[src/verilog/tip_defines.svh]
// Constants of the two-level interrupt priority controller.
// Assumes inclusion by bare name from the design file.
`ifndef TIP_DEFINES_SVH
`define TIP_DEFINES_SVH
// Machine cycle timing
`define TIP_MC_CLOCKS      3'h4
`define TIP_PH_C1          2'h0
`define TIP_PH_C3          2'h2
`define TIP_PH_C4          2'h3
`define TIP_CALL_MCYCLES   3'h4
// Register byte offsets
`define TIP_OFF_EN         8'h00
`define TIP_OFF_EEN        8'h04
`define TIP_OFF_PRI        8'h08
`define TIP_OFF_EPRI       8'h0C
`define TIP_OFF_FLAG       8'h10
`define TIP_OFF_FSET       8'h14
`define TIP_OFF_CFG        8'h18
`define TIP_OFF_STAT       8'h1C
// Field positions
`define TIP_EN_GLOBAL_BIT  7
`define TIP_SRC_TIMER0     1
`define TIP_SRC_TIMER1     3
`define TIP_SRC_WDOG       11
// Reset values
`define TIP_RST_BYTE       8'h00
`define TIP_RST_EXT        5'h00
// Vector addresses
`define TIP_VEC_EXT0       16'h0003
`define TIP_VEC_TIMER0     16'h000B
`define TIP_VEC_EXT1       16'h0013
`define TIP_VEC_TIMER1     16'h001B
`define TIP_VEC_SER0       16'h0023
`define TIP_VEC_TIMER2     16'h002B
`define TIP_VEC_SER1       16'h003B
`define TIP_VEC_EXT2       16'h0043
`define TIP_VEC_EXT3       16'h004B
`define TIP_VEC_EXT4       16'h0053
`define TIP_VEC_EXT5       16'h005B
`define TIP_VEC_WDOG       16'h0063
`endif

[src/verilog/tip_pkg.sv]
// Types of the two-level interrupt priority controller.
// Assumes tip_defines.svh on the include path.
package tip_pkg;
  typedef logic [11:0] tip_src_t;

  typedef struct packed {
    logic [1:0]  phase;
    logic [5:0]  pin_s1;
    logic [5:0]  pin_s2;
    logic [5:0]  pin_s3;
    logic [5:0]  pin_lvl;
    logic [5:0]  pin_prev;
    logic [5:0]  ext_flag;
    logic        t0_flag;
    logic        t1_flag;
    tip_src_t    polled;
    logic [1:0]  in_service;
    logic [2:0]  busy;
    logic        call;
    logic        call_level;
    logic [15:0] vector;
    logic [7:0]  en;
    logic [4:0]  een;
    logic [6:0]  pri;
    logic [4:0]  epri;
    logic [1:0]  edge_mode;
    logic [3:0]  hw_clr;
    logic [31:0] prdata;
  } tip_state_s;
endpackage

[src/verilog/tip_ctrl.sv]
// Twelve-source two-level interrupt priority controller with APB registers.
// Assumes a core that flags its last machine cycle, blocking instructions,
// return-from-interrupt and plain return, and performs the pushing call.
//
// Contract
// RULE1 - two levels, per-source priority bit
// RULE2 - high service never preempted by low
// RULE3 - fixed order among equal levels
// RULE4 - sample and poll every machine cycle
// RULE5 - no call under equal or higher service
// RULE6 - call only in instruction's last cycle
// RULE7 - block call on enable/priority write, return
// RULE8 - denied requests are not remembered
// RULE9 - vectoring clears timer 0/1 flags
// RULE10 - ext0/1 flag cleared only if edge-triggered
// RULE11 - serial flags left for software
// RULE12 - timer 2 flags left for software
// RULE13 - watchdog flag cleared only by software
// RULE14 - call pushes program counter, no status word
// RULE15 - fixed vector address per source
// RULE16 - return-from-interrupt ends service at level
// RULE17 - plain return keeps service state
// RULE18 - external pins sampled at phase C3
// RULE19 - timer flags polled next machine cycle
// RULE20 - call lasts four machine cycles
// RULE21 - timer2 and serial requests are ORed flags
// RULE22 - per-source enables plus global enable
// RULE23 - ext2-5 edge only, optional hardware clear
// RULE24 - machine cycle is four clocks
// RULE25 - one in-service bit per level
// RULE26 - reset clears service and pending calls
`timescale 1ns/100ps
`default_nettype none
`include "tip_defines.svh"

module tip_ctrl
(
  input  wire logic        clk,
  input  wire logic        srst,
  input  wire logic        psel,
  input  wire logic        penable,
  input  wire logic        pwrite,
  input  wire logic [7:0]  paddr,
  input  wire logic [31:0] pwdata,
  output logic [31:0]      prdata,
  output logic             pready,
  output logic             pslverr,
  input  wire logic [5:0]  ext_interrupt_pin_n,
  input  wire logic        timer0_overflow,
  input  wire logic        timer1_overflow,
  input  wire logic        serial0_receive_flag,
  input  wire logic        serial0_transmit_flag,
  input  wire logic        timer2_overflow_flag,
  input  wire logic        timer2_external_flag,
  input  wire logic        serial1_receive_flag,
  input  wire logic        serial1_transmit_flag,
  input  wire logic        watchdog_interrupt_flag,
  input  wire logic        core_last_cycle,
  input  wire logic        core_block_call,
  input  wire logic        core_return_from_interrupt,
  input  wire logic        core_ret,
  output logic             hw_call,
  output logic [15:0]      call_vector,
  output logic             call_level
);
  import tip_pkg::*;

  tip_state_s st_q;
  tip_state_s st_d;
  tip_pkg::tip_src_t flags_all;
  tip_pkg::tip_src_t enabled;
  tip_pkg::tip_src_t prio;
  tip_pkg::tip_src_t cand;
  logic        setup;
  logic        access;
  logic        mapped;
  logic [3:0]  sel;
  logic        sel_hit;
  logic        sel_level;
  logic [15:0] sel_vec;
  logic [5:0]  pin_sample;
  logic [5:0]  pin_fall;

  // APB phases; zero wait states
  assign setup   = psel && !penable;
  assign access  = psel && penable;
  assign pready  = 1'b1;
  assign mapped  = (paddr[1:0] == 2'h0) && (paddr <= `TIP_OFF_STAT);
  assign pslverr = access && !mapped;

  // RULE21 timer2/serial OR
  // RULE11 serial flags read only
  // RULE12 timer2 flags read only
  // RULE13 watchdog flag read only
  assign flags_all = {watchdog_interrupt_flag, st_q.ext_flag[5:2],
                      serial1_receive_flag | serial1_transmit_flag,
                      timer2_overflow_flag | timer2_external_flag,
                      serial0_receive_flag | serial0_transmit_flag,
                      st_q.t1_flag, st_q.ext_flag[1], st_q.t0_flag, st_q.ext_flag[0]};

  // RULE22 individual and global enables
  assign enabled = {st_q.een, st_q.en[6:0]} & {12{st_q.en[`TIP_EN_GLOBAL_BIT]}};
  // RULE1 per-source level bit
  assign prio = {st_q.epri, st_q.pri};

  // Falling edges seen between two C3 samples
  assign pin_sample = st_q.pin_lvl;
  assign pin_fall   = st_q.pin_prev & ~pin_sample;

  // Priority resolution on this machine cycle's poll
  always_comb
  begin
    cand      = '0;
    sel       = 4'h0;
    sel_hit   = 1'b0;
    sel_level = 1'b0;
    // RULE2 high-level request wins over low
    // RULE5 equal or higher service masks
    if (|(st_q.polled & prio) && !st_q.in_service[1])
    begin
      cand      = st_q.polled & prio;
      sel_level = 1'b1;
    end
    else if (st_q.in_service == 2'h0)
    begin
      cand = st_q.polled & ~prio;
    end
    // RULE3 lowest index is highest order
    for (int i = 11; i >= 0; i--)
    begin
      if (cand[i])
      begin
        sel     = 4'(i);
        sel_hit = 1'b1;
      end
    end
  end

  // RULE15 vector table
  always_comb
  begin
    case (sel)
      4'h0:    sel_vec = `TIP_VEC_EXT0;
      4'h1:    sel_vec = `TIP_VEC_TIMER0;
      4'h2:    sel_vec = `TIP_VEC_EXT1;
      4'h3:    sel_vec = `TIP_VEC_TIMER1;
      4'h4:    sel_vec = `TIP_VEC_SER0;
      4'h5:    sel_vec = `TIP_VEC_TIMER2;
      4'h6:    sel_vec = `TIP_VEC_SER1;
      4'h7:    sel_vec = `TIP_VEC_EXT2;
      4'h8:    sel_vec = `TIP_VEC_EXT3;
      4'h9:    sel_vec = `TIP_VEC_EXT4;
      4'hA:    sel_vec = `TIP_VEC_EXT5;
      default: sel_vec = `TIP_VEC_WDOG;
    endcase
  end

  // Next state of the whole block
  always_comb
  begin
    st_d      = st_q;
    st_d.call = 1'b0;
    // RULE24 four clocks per machine cycle
    st_d.phase = st_q.phase + 2'h1;
    // Three-stage pin synchroniser; level moves when stages two and three agree
    st_d.pin_s1 = ext_interrupt_pin_n;
    st_d.pin_s2 = st_q.pin_s1;
    st_d.pin_s3 = st_q.pin_s2;
    for (int i = 0; i < 6; i++)
    begin
      if (st_q.pin_s2[i] == st_q.pin_s3[i])
      begin
        st_d.pin_lvl[i] = st_q.pin_s3[i];
      end
    end

    // Register writes; software clears first so hardware sets win
    if (access && pwrite)
    begin
      case (paddr)
        `TIP_OFF_EN:   st_d.en = pwdata[7:0];
        `TIP_OFF_EEN:  st_d.een = pwdata[4:0];
        `TIP_OFF_PRI:  st_d.pri = pwdata[6:0];
        `TIP_OFF_EPRI: st_d.epri = pwdata[4:0];
        `TIP_OFF_FLAG:
        begin
          st_d.ext_flag = st_q.ext_flag & ~{pwdata[10:7], pwdata[2], pwdata[0]};
          st_d.t0_flag  = st_q.t0_flag & !pwdata[`TIP_SRC_TIMER0];
          st_d.t1_flag  = st_q.t1_flag & !pwdata[`TIP_SRC_TIMER1];
        end
        `TIP_OFF_FSET:
        begin
          st_d.ext_flag = st_q.ext_flag | {pwdata[10:7], pwdata[2], pwdata[0]};
          st_d.t0_flag  = st_q.t0_flag | pwdata[`TIP_SRC_TIMER0];
          st_d.t1_flag  = st_q.t1_flag | pwdata[`TIP_SRC_TIMER1];
        end
        `TIP_OFF_CFG:
        begin
          st_d.edge_mode = pwdata[1:0];
          st_d.hw_clr    = pwdata[5:2];
        end
        default: ;
      endcase
    end

    // RULE8 fresh poll each machine cycle
    // RULE19 flags set at C3 poll next cycle
    if (st_q.phase == `TIP_PH_C1)
    begin
      st_d.polled = flags_all & enabled;
    end

    // RULE16 return-from-interrupt ends highest level
    // RULE17 plain return ignored here
    if (core_return_from_interrupt)
    begin
      if (st_q.in_service[1])
      begin
        st_d.in_service[1] = 1'b0;
      end
      else
      begin
        st_d.in_service[0] = 1'b0;
      end
    end

    // Decision at C4; busy counts down the call's own cycles
    if (st_q.phase == `TIP_PH_C4)
    begin
      if (st_q.busy != 3'h0)
      begin
        st_d.busy = st_q.busy - 3'h1;
      end
      // RULE4 polled and resolved each cycle
      // RULE6 only at instruction's last cycle
      // RULE7 blocked instructions defer call
      else if (sel_hit && core_last_cycle && !core_block_call && !core_return_from_interrupt)
      begin
        st_d.call       = 1'b1;
        st_d.call_level = sel_level;
        st_d.vector     = sel_vec;
        // RULE20 call occupies four machine cycles
        st_d.busy = `TIP_CALL_MCYCLES;
        // RULE25 service bit per level
        st_d.in_service[sel_level] = 1'b1;
        // RULE9 timer flags cleared on vectoring
        if (sel == 4'(`TIP_SRC_TIMER0))
        begin
          st_d.t0_flag = 1'b0;
        end
        if (sel == 4'(`TIP_SRC_TIMER1))
        begin
          st_d.t1_flag = 1'b0;
        end
        // RULE10 ext0/1 cleared only in edge mode
        if (sel == 4'h0 && st_q.edge_mode[0])
        begin
          st_d.ext_flag[0] = 1'b0;
        end
        if (sel == 4'h2 && st_q.edge_mode[1])
        begin
          st_d.ext_flag[1] = 1'b0;
        end
        // RULE23 ext2-5 hardware clear when enabled
        for (int i = 0; i < 4; i++)
        begin
          if (sel == 4'(i + 7) && st_q.hw_clr[i])
          begin
            st_d.ext_flag[i + 2] = 1'b0;
          end
        end
      end
    end

    // RULE18 pins sampled at C3 set or reset flags
    if (st_q.phase == `TIP_PH_C3)
    begin
      st_d.pin_prev = pin_sample;
      for (int i = 0; i < 2; i++)
      begin
        if (!st_q.edge_mode[i])
        begin
          st_d.ext_flag[i] = !pin_sample[i];
        end
        else if (pin_fall[i])
        begin
          st_d.ext_flag[i] = 1'b1;
        end
      end
      // RULE23 ext2-5 edge only
      st_d.ext_flag[5:2] = st_d.ext_flag[5:2] | pin_fall[5:2];
    end
    // Overflow events win over any clear in the same cycle
    if (timer0_overflow)
    begin
      st_d.t0_flag = 1'b1;
    end
    if (timer1_overflow)
    begin
      st_d.t1_flag = 1'b1;
    end

    // Read data captured in the setup cycle
    if (setup)
    begin
      case (paddr)
        `TIP_OFF_EN:   st_d.prdata = {24'h000000, st_q.en};
        `TIP_OFF_EEN:  st_d.prdata = {27'h0000000, st_q.een};
        `TIP_OFF_PRI:  st_d.prdata = {25'h0000000, st_q.pri};
        `TIP_OFF_EPRI: st_d.prdata = {27'h0000000, st_q.epri};
        `TIP_OFF_FLAG: st_d.prdata = {20'h00000, flags_all};
        `TIP_OFF_CFG:  st_d.prdata = {26'h0000000, st_q.hw_clr, st_q.edge_mode};
        `TIP_OFF_STAT: st_d.prdata = {st_q.vector, st_q.polled, st_q.busy != 3'h0, 1'b0, st_q.in_service};
        default:       st_d.prdata = 32'h00000000;
      endcase
    end
  end

  // State register; RULE26 reset clears service and pending calls
  always_ff @(posedge clk)
  begin
    if (srst)
    begin
      st_q           <= '0;
      st_q.pin_s1    <= 6'h3F;
      st_q.pin_s2    <= 6'h3F;
      st_q.pin_s3    <= 6'h3F;
      st_q.pin_lvl   <= 6'h3F;
      st_q.pin_prev  <= 6'h3F;
      st_q.en        <= `TIP_RST_BYTE;
      st_q.een       <= `TIP_RST_EXT;
    end
    else
    begin
      st_q <= st_d;
    end
  end

  // RULE14 core pushes PC only, loads this vector
  assign hw_call     = st_q.call;
  assign call_vector = st_q.vector;
  assign call_level  = st_q.call_level;
  assign prdata      = st_q.prdata;
endmodule
`default_nettype wire

[config.mk]
export PLATFORM = sky130hd
export DESIGN_NAME = tip_ctrl
export DESIGN_NICKNAME = d
export VERILOG_FILES = /design/src/verilog/tip_pkg.sv /design/src/verilog/tip_ctrl.sv
export VERILOG_INCLUDE_DIRS = /design/src /design/src/verilog
export SDC_FILE = /design/constraint.sdc
export NUM_CORES = 1
export LEC_CHECK = 0
export ABC_CLOCK_PERIOD_IN_PS = 3950
export BUFFER_PORTS_ARGS = -buffer_cell sky130_fd_sc_hd__buf_4
export CAP_MARGIN = 30
export CORE_MARGIN = 2
export CORE_UTILIZATION = 25
export DETAILED_ROUTE_END_ITERATION = 8
export PLACE_DENSITY_LB_ADDON = 0.12
export SLEW_MARGIN = 0
export SYNTH_ARGS = -nofsm -noshare
export SYNTH_HDL_FRONTEND = slang
export SYNTH_SLANG_ARGS = --single-unit
export TNS_END_PERCENT = 10
[constraint.sdc]
create_clock -name clk -period 3.95 [get_ports clk]
set_clock_uncertainty 0.1 [all_clocks]
set_input_delay 0.5925 -clock clk [delete_from_list [all_inputs] [get_ports clk]]
set_output_delay 0.5925 -clock clk [all_outputs]
set_load 0.01 [all_outputs]
==> metrics.yaml, run 1 <==
run_status:
  outcome: "finished clean"
clocking:
  numCtsBuffers: 17
  cts-resized-gates: 0
  cts_tree: "done"
  clk_pin_slew_ns: 0.06
  hold_buffers: 0
  cts_max_level: 4
  cts_buffer_depth: 2
  clk_latency_ns: 0.43
  cts_sinks: 116
  cts_root_buf: "clkbuf_16"
  cts_setup_buffers: 0
floorplan:
  coreArea_um2: 23300
  die_w_um: 158
  die_area_um2: 24800
  num_rows: 56
  ios: 116
  die_height_um: 158
  initial_utilization_pct: 25.3
logic_synthesis:
  synthArstFlopShare_pct: 0
  synth-seq-cells: 116
  synth_edf_count: 0
  syn_area_um2: 5890
  yosys_warnings: 0
  synth.avg_cell_area_um2: 8.40
  synth_ff_type: "dfxtp_1"
  ys_types: 70
  netlist_instances: 701
  synth-seq-area-share_pct: 39.4
final_layout:
  syn_to_final_growth_pct: 20.4
  fillCellCount: 2454
  fin_nets: 811
  ff_latch_area_um2: 2320
  mostFrequentLayoutCell: "dfxtp_1"
  multiInputGateArea_um2: 3090
  diodes: 0
  layout-drive-gt1-share_pct: 21.6
  final_cell_mix: "116 x dfxtp_1, 83 x buf_4, 71 x a21oi_1"
global_route:
  grt_pass1_wl_um: 28500
  track_usage_pct: 15.3
  grt_max_degree: 93
  overflow: 0
  antenna_found_initial: 0
  grt_pass1_vias: 4941
sta:
  finalCritPeriodShare_pct: 84.2
  setup_viol: 0
  period_needed_ns: 3.33
  tns_ns: 0
  slew_headroom_pct: 33.0
  slew_viol_final: 0
  hold_violations: 0
  worst_slew_pin_slew_ns: 0.998
  holdWs_ns: 0.249
  rsz0062_at_grt: "no"
  max_freq_ghz: 0.301
worst_hold_path:
  min-delay-start: "ext_interrupt_pin_n[3]"
  hold_path_class: "input pin to flop"
detailed_routing:
  drt_iter0_markers: 360
  vias_per_cell: 4.85
  vias: 5194
  wl_met2_um: 8990
  wire_per_inst_um: 17.4
  wl_met3_um: 832
  ant_nets: 0
  wl_met1_um: 8470
  drtPass1Iterations: 5
  drc: 0
  wl_um: 18600
  top_layer: "met4"
power:
  power_density_nw_per_um2: 409
  p_leak_nw: 2.62
  peakVddDrop_mv: 0.252
critical_path:
  critical_path_class: "flop to flop"
  rr_endpoint: "call_vector[4]"
  crit_arrival_ns: 3.49
  rr_worst_depth: 13
  cp-endpoint: "call_vector[4]"
  rr_startpoint: "prio[10]"
  cp.required_ns: 4.11
  end_kind: "flop"
  rrSetupSlack_ns: 0.62
  cp-start-kind: "flop"
  critPathMaxFanout: 10
  critPathLaunch: "prio[10]"
placement:
  routabilityCongestion: 0.846
  dp_hpwl_um: 13400
  io_buffer_count: 72
flow_run:
  cap_viol_max_count: 0
## routing by layer
| metal | track usage, % | up-vias |
|---|---|---|
| met5 | 0 | - |
| met4 | 6.02 | 0 |
| met3 | 3.19 | 26 |
| met2 | 25.3 | 150 |
| met1 | 19.5 | 2492 |
| li1 | - | 2526 |
## layout make-up
cell class              instances  area share, %
clock buffers                  20           6.58
clock inverters                12           1.83
inverters                      14          0.741
multi-input cells             505           43.5
flip-flops and latches        116           32.7
well taps                     319           5.63
repair buffers                 84           8.99
## logic make-up after synthesis
group | after synthesis | synth area share (%)
AND/OR/NAND/NOR | 263 | 22.7
AO/OA/AOI/OAI | 196 | 23.7
flip-flops | 116 | 39.4
buffers and inverters | 99 | 9.49
multiplexers | 16 | 2.72
adder cells (fa/ha/maj) | 9 | 1.91
other | 2 | 0.127
## metrics by stage
step                worst slack, ns  total power, W  instances  instance area [um2]  utilization [%]
global route                  0.449         0.00300       1070                 7100             30.4
detailed placement            0.639         0.00136       1037                 6480             27.8
CTS                           0.600         0.00294       1069                 7080             30.3
global placement              0.655         0.00136       1037                 6480             27.8
floorplan                      1.08         0.00131        720                 5960                -
finish                        0.623         0.00290       1070                 7100             30.4
## cells in the mapped netlist (all sizes together), types with 5 or more instances
cell	instances	area share [%]
o21bai	8	1.0
o21ai	17	1.5
clkbuf	30	1.9
nor3	9	0.85
dfxtp	116	39
buf	55	6.7
o21a	7	0.89
inv	14	0.89
ha	9	1.9
nor2b	21	2.2
nand2	56	3.7
a21oi	72	6.2
a222oi	5	0.85
mux2i	16	2.7
a31oi	14	1.6
a211o	6	0.89
nand3	48	4.2
and2	5	0.53
or2	22	2.3
nand4	13	1.4
nor2	57	3.7
a22oi	27	4.2
nand2b	18	1.9
## power by group
| group | total [W] | internal [W] | switching (W) | leakage (nW) |
|---|---|---|---|---|
| logic | 0.000145 | 0.0000578 | 0.0000876 | 1.39 |
| clock network | 0.00156 | 0.000976 | 0.000588 | 0.292 |
| registers | 0.00119 | 0.00119 | 0.00000760 | 0.940 |
## worst min-delay path by stage
stage | endpoint | depth (start not counted)
final | st_d[127] | 2
after global routing | st_d[129] | 2
after CTS | st_d[127] | 2
after detailed placement | st_d[120] | 1
after global placement | st_d[118] | 1
after floorplan | st_d[118] | 1
## registers in the layout, indices dropped and copies added (netlist names)
name,cells
st_q,50
prdata,21
prio,12
st_d,12
flags_all,8
pin_sample,6
call_vector,5
call_level,1
hw_call,1
## worst max-delay path, stage by stage (launching register included)
cell and delay, ns:
dfxtp_1 0.37, a22oi_2 0.35, nand4_1 0.18, buf_4 0.21, o21ai_2 0.30, a2bb2o_4 0.26, a31o_1 0.19, a31oi_2 0.28
o21ai_1 0.16, ha_1 0.28, nor2b_1 0.15, a31oi_1 0.16, o21a_1 0.13, a211oi_1 0.06
Power figures use the tool's default switching activity.
==> inputs of run 2 (changes only) <==
Settings changed: ABC_AREA set to 1, ABC_CLOCK_PERIOD_IN_PS 3950 to 3060.
Clock period 3.95 ns to 3.06 ns, I/O delays scaled along.
==> run 2 against run 1 <==
  * Synthesized area decreased by 5.3%
  * Global-route usage increased by 0.32 points
  * Routed wire length decreased by 2.9%
  * Sequential share of layout area increased by 0.90 points
  * Total power increased by 35%
  * Critical endpoint is now call_vector[3]
  * Setup slack got worse by 0.37 ns
  * Flip-flop and latch count unchanged
  * Via count decreased by 2.3%
  * Register-to-register slack got worse by 0.37 ns
  * Core utilization increased by 1.1 points
  * Worst hold slack got worse by 0.13 ns
  * Die area decreased by 5.2%
==> metrics.yaml, run 2 <==
floorplan:
  die_w_um: 153  # -2.6%
  ios: 116  # unchanged
  coreArea_um2: 21900  # -6.2%
  die_height_um: 153  # -2.6%
  initial_utilization_pct: 25.5  # +0.23 points
  num_rows: 54  # -3.6%
  die_area_um2: 23500  # -5.2%
logic_synthesis:
  netlist_instances: 759  # +8.3%
  synth-compound-area-share_pct: 20.1  # -3.5 points
  yosysTopAreaCellShare_pct: 41.6  # +2.2 points
  synth_edf_count: 0  # unchanged
  synth-adder-area-share_pct: 2.02  # +0.11 points
  synth_ff_type: "dfxtp_1"
  yosys-mux-area-fraction_pct: 0  # -2.7 points
  synth.avg_cell_area_um2: 7.35  # -13%
  ys_types: 41  # -41%
  synthArstFlopShare_pct: 0  # unchanged
  syn_area_um2: 5580  # -5.3%
  synth_common_cells: "154 x nand2_1, 116 x dfxtp_1, 78 x a21oi_1"
  synth-seq-cells: 116  # unchanged
  synth_largest_area_cell: "dfxtp_1"
  yosys.area_share.simple_pct: 22.5  # -0.21 points
  synth.area.top_cells: "dfxtp_1 42%, nand2_1 10%, a21oi_1 7.0%"
  synth_most_common_cell: "nand2_1"
  synth_top_family_by_area: "simple AND/OR/NAND/NOR gates"
  synth_xor_xnor_area_share_pct: 0  # unchanged
  yosys_warnings: 0  # unchanged
  synth-seq-area-share_pct: 41.6  # +2.2 points
sta:
  worst_slack_ns: 0.248  # -0.375 ns
  period_needed_ns: 2.81  # -0.515 ns
  finalCritPeriodShare_pct: 91.9  # +7.7 points
  slew_headroom_pct: 46.5  # +14 points
  tns_ns: 0  # unchanged
  rsz0062_at_grt: "no"
  worst_slew_pin_slew_ns: 0.802  # -0.196 ns
  slew_viol_final: 0  # unchanged
  max_freq_ghz: 0.356  # +18%
  hold_violations: 0  # unchanged
  setup_viol: 0  # unchanged
power:
  power_density_nw_per_um2: 567  # +39%
  p_int_w: 0.00300  # +35%
  p_comb_share_pct: 5.0  # about the same
  peakVddDrop_mv: 0.308  # +22%
  switchingPower_w: 0.000919  # +35%
  seqPwrFrac_pct: 39.5  # -1.6 points
  clock_power_share_pct: 55.5  # +1.6 points
  netSwitchingFraction_pct: 23.4  # -0.083 points
  p_leak_nw: 2.88  # +9.9%
final_layout:
  largest_reg_flops: 50  # unchanged
  design_area_um2: 6910  # -2.7%
  diodes: 0  # unchanged
  syn_to_final_growth_pct: 23.8
  final_cells: 1115  # +4.2%
  final_cell_mix: "154 x nand2_1, 116 x dfxtp_1, 101 x buf_4"
  fin_nets: 895  # +10%
  layout-drive-gt1-share_pct: 20.5  # -1.1 points
  regMostFlops: "st_q"
  mostFrequentLayoutCell: "nand2_1"
critical_path:
  critPathMostFrequentCell: "nand2_1"
  crit_chain: "nand2_1 > nand2_1 > nor2_1 > nand3_2 > nand2_4 > nand2_1 > nand2_1 > nand2_1 > nand2_1 > nand2_1 > nand2_1 > nand2_1 > nand2_1 > nand2_1 > nand2_1 > nand2_1 > nand2_1 > nand2_1 > buf_4 > ha_1 > a21oi_1 > nand2_1 > inv_1 > a21oi_1"
  rr_worst_depth: 24  # +11
  end_kind: "flop"
  rrSetupSlack_ns: 0.25  # -0.37 ns
  critical_path_class: "flop to flop"
  rr_startpoint: "st_q[87]"
  crit_path_top_delay_cell: "dfxtp_1"
  cp.required_ns: 3.27  # -0.84 ns
  cp-start-kind: "flop"
  slowest_delay_ns: 0.33  # -0.04 ns
  critPathMaxFanout: 10  # unchanged
  rr_endpoint: "call_vector[3]"
  crit_arrival_ns: 3.03  # -0.46 ns
run_status:
  outcome: "finished clean"
clocking:
  numCtsBuffers: 17  # unchanged
  cts-resized-gates: 0  # unchanged
  clk_pin_slew_ns: 0.06  # about the same
  cts_root_buf: "clkbuf_16"
  cts_max_level: 4  # unchanged
  cts_buffer_depth: 2  # unchanged
  hold_buffers: 0  # unchanged
  cts_tree: "done"
  clk_latency_ns: 0.42  # about the same
  cts_setup_buffers: 0  # unchanged
  cts_sinks: 116  # unchanged
detailed_routing:
  wl_um: 18100  # -2.9%
  drtPass1Iterations: 4  # -1
  drc: 0  # unchanged
  ant_nets: 0  # unchanged
  vias_per_cell: 4.55  # -6.3%
  vias: 5074  # -2.3%
  drt_iter0_markers: 310  # -14%
  wire_per_inst_um: 16.2  # -6.8%
placement:
  dp_hpwl_um: 13100  # -2.2%
  pre_cts_ws_ns: 0.258  # -0.381 ns
  dp.cells: 1083  # +4.4%
  io_buffer_count: 72  # unchanged
  routabilityCongestion: 0.806  # -4.8%
  dpl-instance-area_um2: 6270  # -3.3%
worst_hold_path:
  min_path_cells: 2  # unchanged
  hold_path_class: "input pin to flop"
  min-delay-start: "ext_interrupt_pin_n[2]"
  hold_end: "st_d[126]"
global_route:
  grt_pass1_wl_um: 28100  # -1.4%
  grt_max_degree: 72  # -23%
  overflow: 0  # unchanged
  track_usage_pct: 15.6  # +0.32 points
  antenna_found_initial: 0  # unchanged
  grt_pass1_vias: 4888  # -1.1%
flow_run:
  cap_viol_max_count: 0  # unchanged
==> run 2: cell types whose count changed in the layout (fill, tap and decap cells not counted), sizes merged, moves of 12 or more <==
cell    change
inv        +55
buf        +17
a31oi      -12
nand4      -12
nor2b      -21
a22oi      -26
nand2b     -18
nand2     +109
mux2i      -16
o21ai      +62
==> run 2: area by class of cell <==
class | instances | area, um2
clock buffers | 18 | 439
clock inverters | 14 | 200
fillers | 2394 | 15000
inverters | 71 | 267
multi-input cells | 515 | 2570
flip-flops and latches | 116 | 2320
well taps | 280 | 350
repair buffers | 101 | 758
==> run 2: worst max-delay path by stage <==
stage	endpoint	start	depth (start not counted)
floorplan	call_vector[3]	st_q[90]	18
global placement	flags_all[7]	st_q[87]	23
detailed placement	flags_all[7]	st_q[87]	23
CTS	flags_all[7]	st_q[87]	23
global route	call_vector[4]	st_q[92]	22
finish	call_vector[3]	st_q[87]	24
==> run 2: metal layers <==
| metal | routed length, um | track usage [%] | vias to the layer above | share of wire (%) |
|---|---|---|---|---|
| met4 | 246 | 4.15 | 0 | 1.4 |
| met3 | 737 | 4.28 | 17 | 4.1 |
| met1 | 8460 | 20.2 | 2372 | 47 |
| met5 | 0 | 0 | - | 0 |
| li1 | - | - | 2575 | - |
| met2 | 8660 | 25.8 | 110 | 48 |
==> run 2: cell families after synthesis <==
| logic type | after synthesis |
|---|---|
| AOI/OAI and AO/OA | 199 |
| adders and majority gates | 9 |
| buffers and inverters | 147 |
| DFF | 116 |
| other | 2 |
| and+or+nand+nor | 286 |
==> run 2: metrics by stage <==
stage | hold WS (ns) | power, W | utilization (%)
6_report | 0.117 | 0.00392 | 31.6
5_1_grt | 0.103 | 0.00407 | 31.6
4_1_cts | 0.0982 | 0.00397 | 31.6
3_5_place_dp | 0.292 | 0.00178 | 28.6
3_3_place_gp | 0.291 | 0.00178 | 28.6
2_1_floorplan | 0.289 | 0.00171 | -
==> run 2: power by group through the flow <==
| stage | Combinational (W) | Clock, W | Sequential (W) |
|---|---|---|---|
| 2_1_floorplan | 0.000129 | 0 | 0.00158 |
| 3_3_place_gp | 0.000198 | 0 | 0.00158 |
| 3_5_place_dp | 0.000198 | 0 | 0.00158 |
| 4_1_cts | 0.000198 | 0.00222 | 0.00155 |
| 5_1_grt | 0.000219 | 0.00230 | 0.00155 |
| 6_report | 0.000195 | 0.00218 | 0.00155 |
==> run 2: worst max-delay path, delay by kind of cell, from the launching register on <==
kind            cells  cell delay, ns
compound gates      2            0.19
simple gates       19            1.58
fa+ha+maj           1            0.30
flops               1            0.33
buf+inv             2            0.19
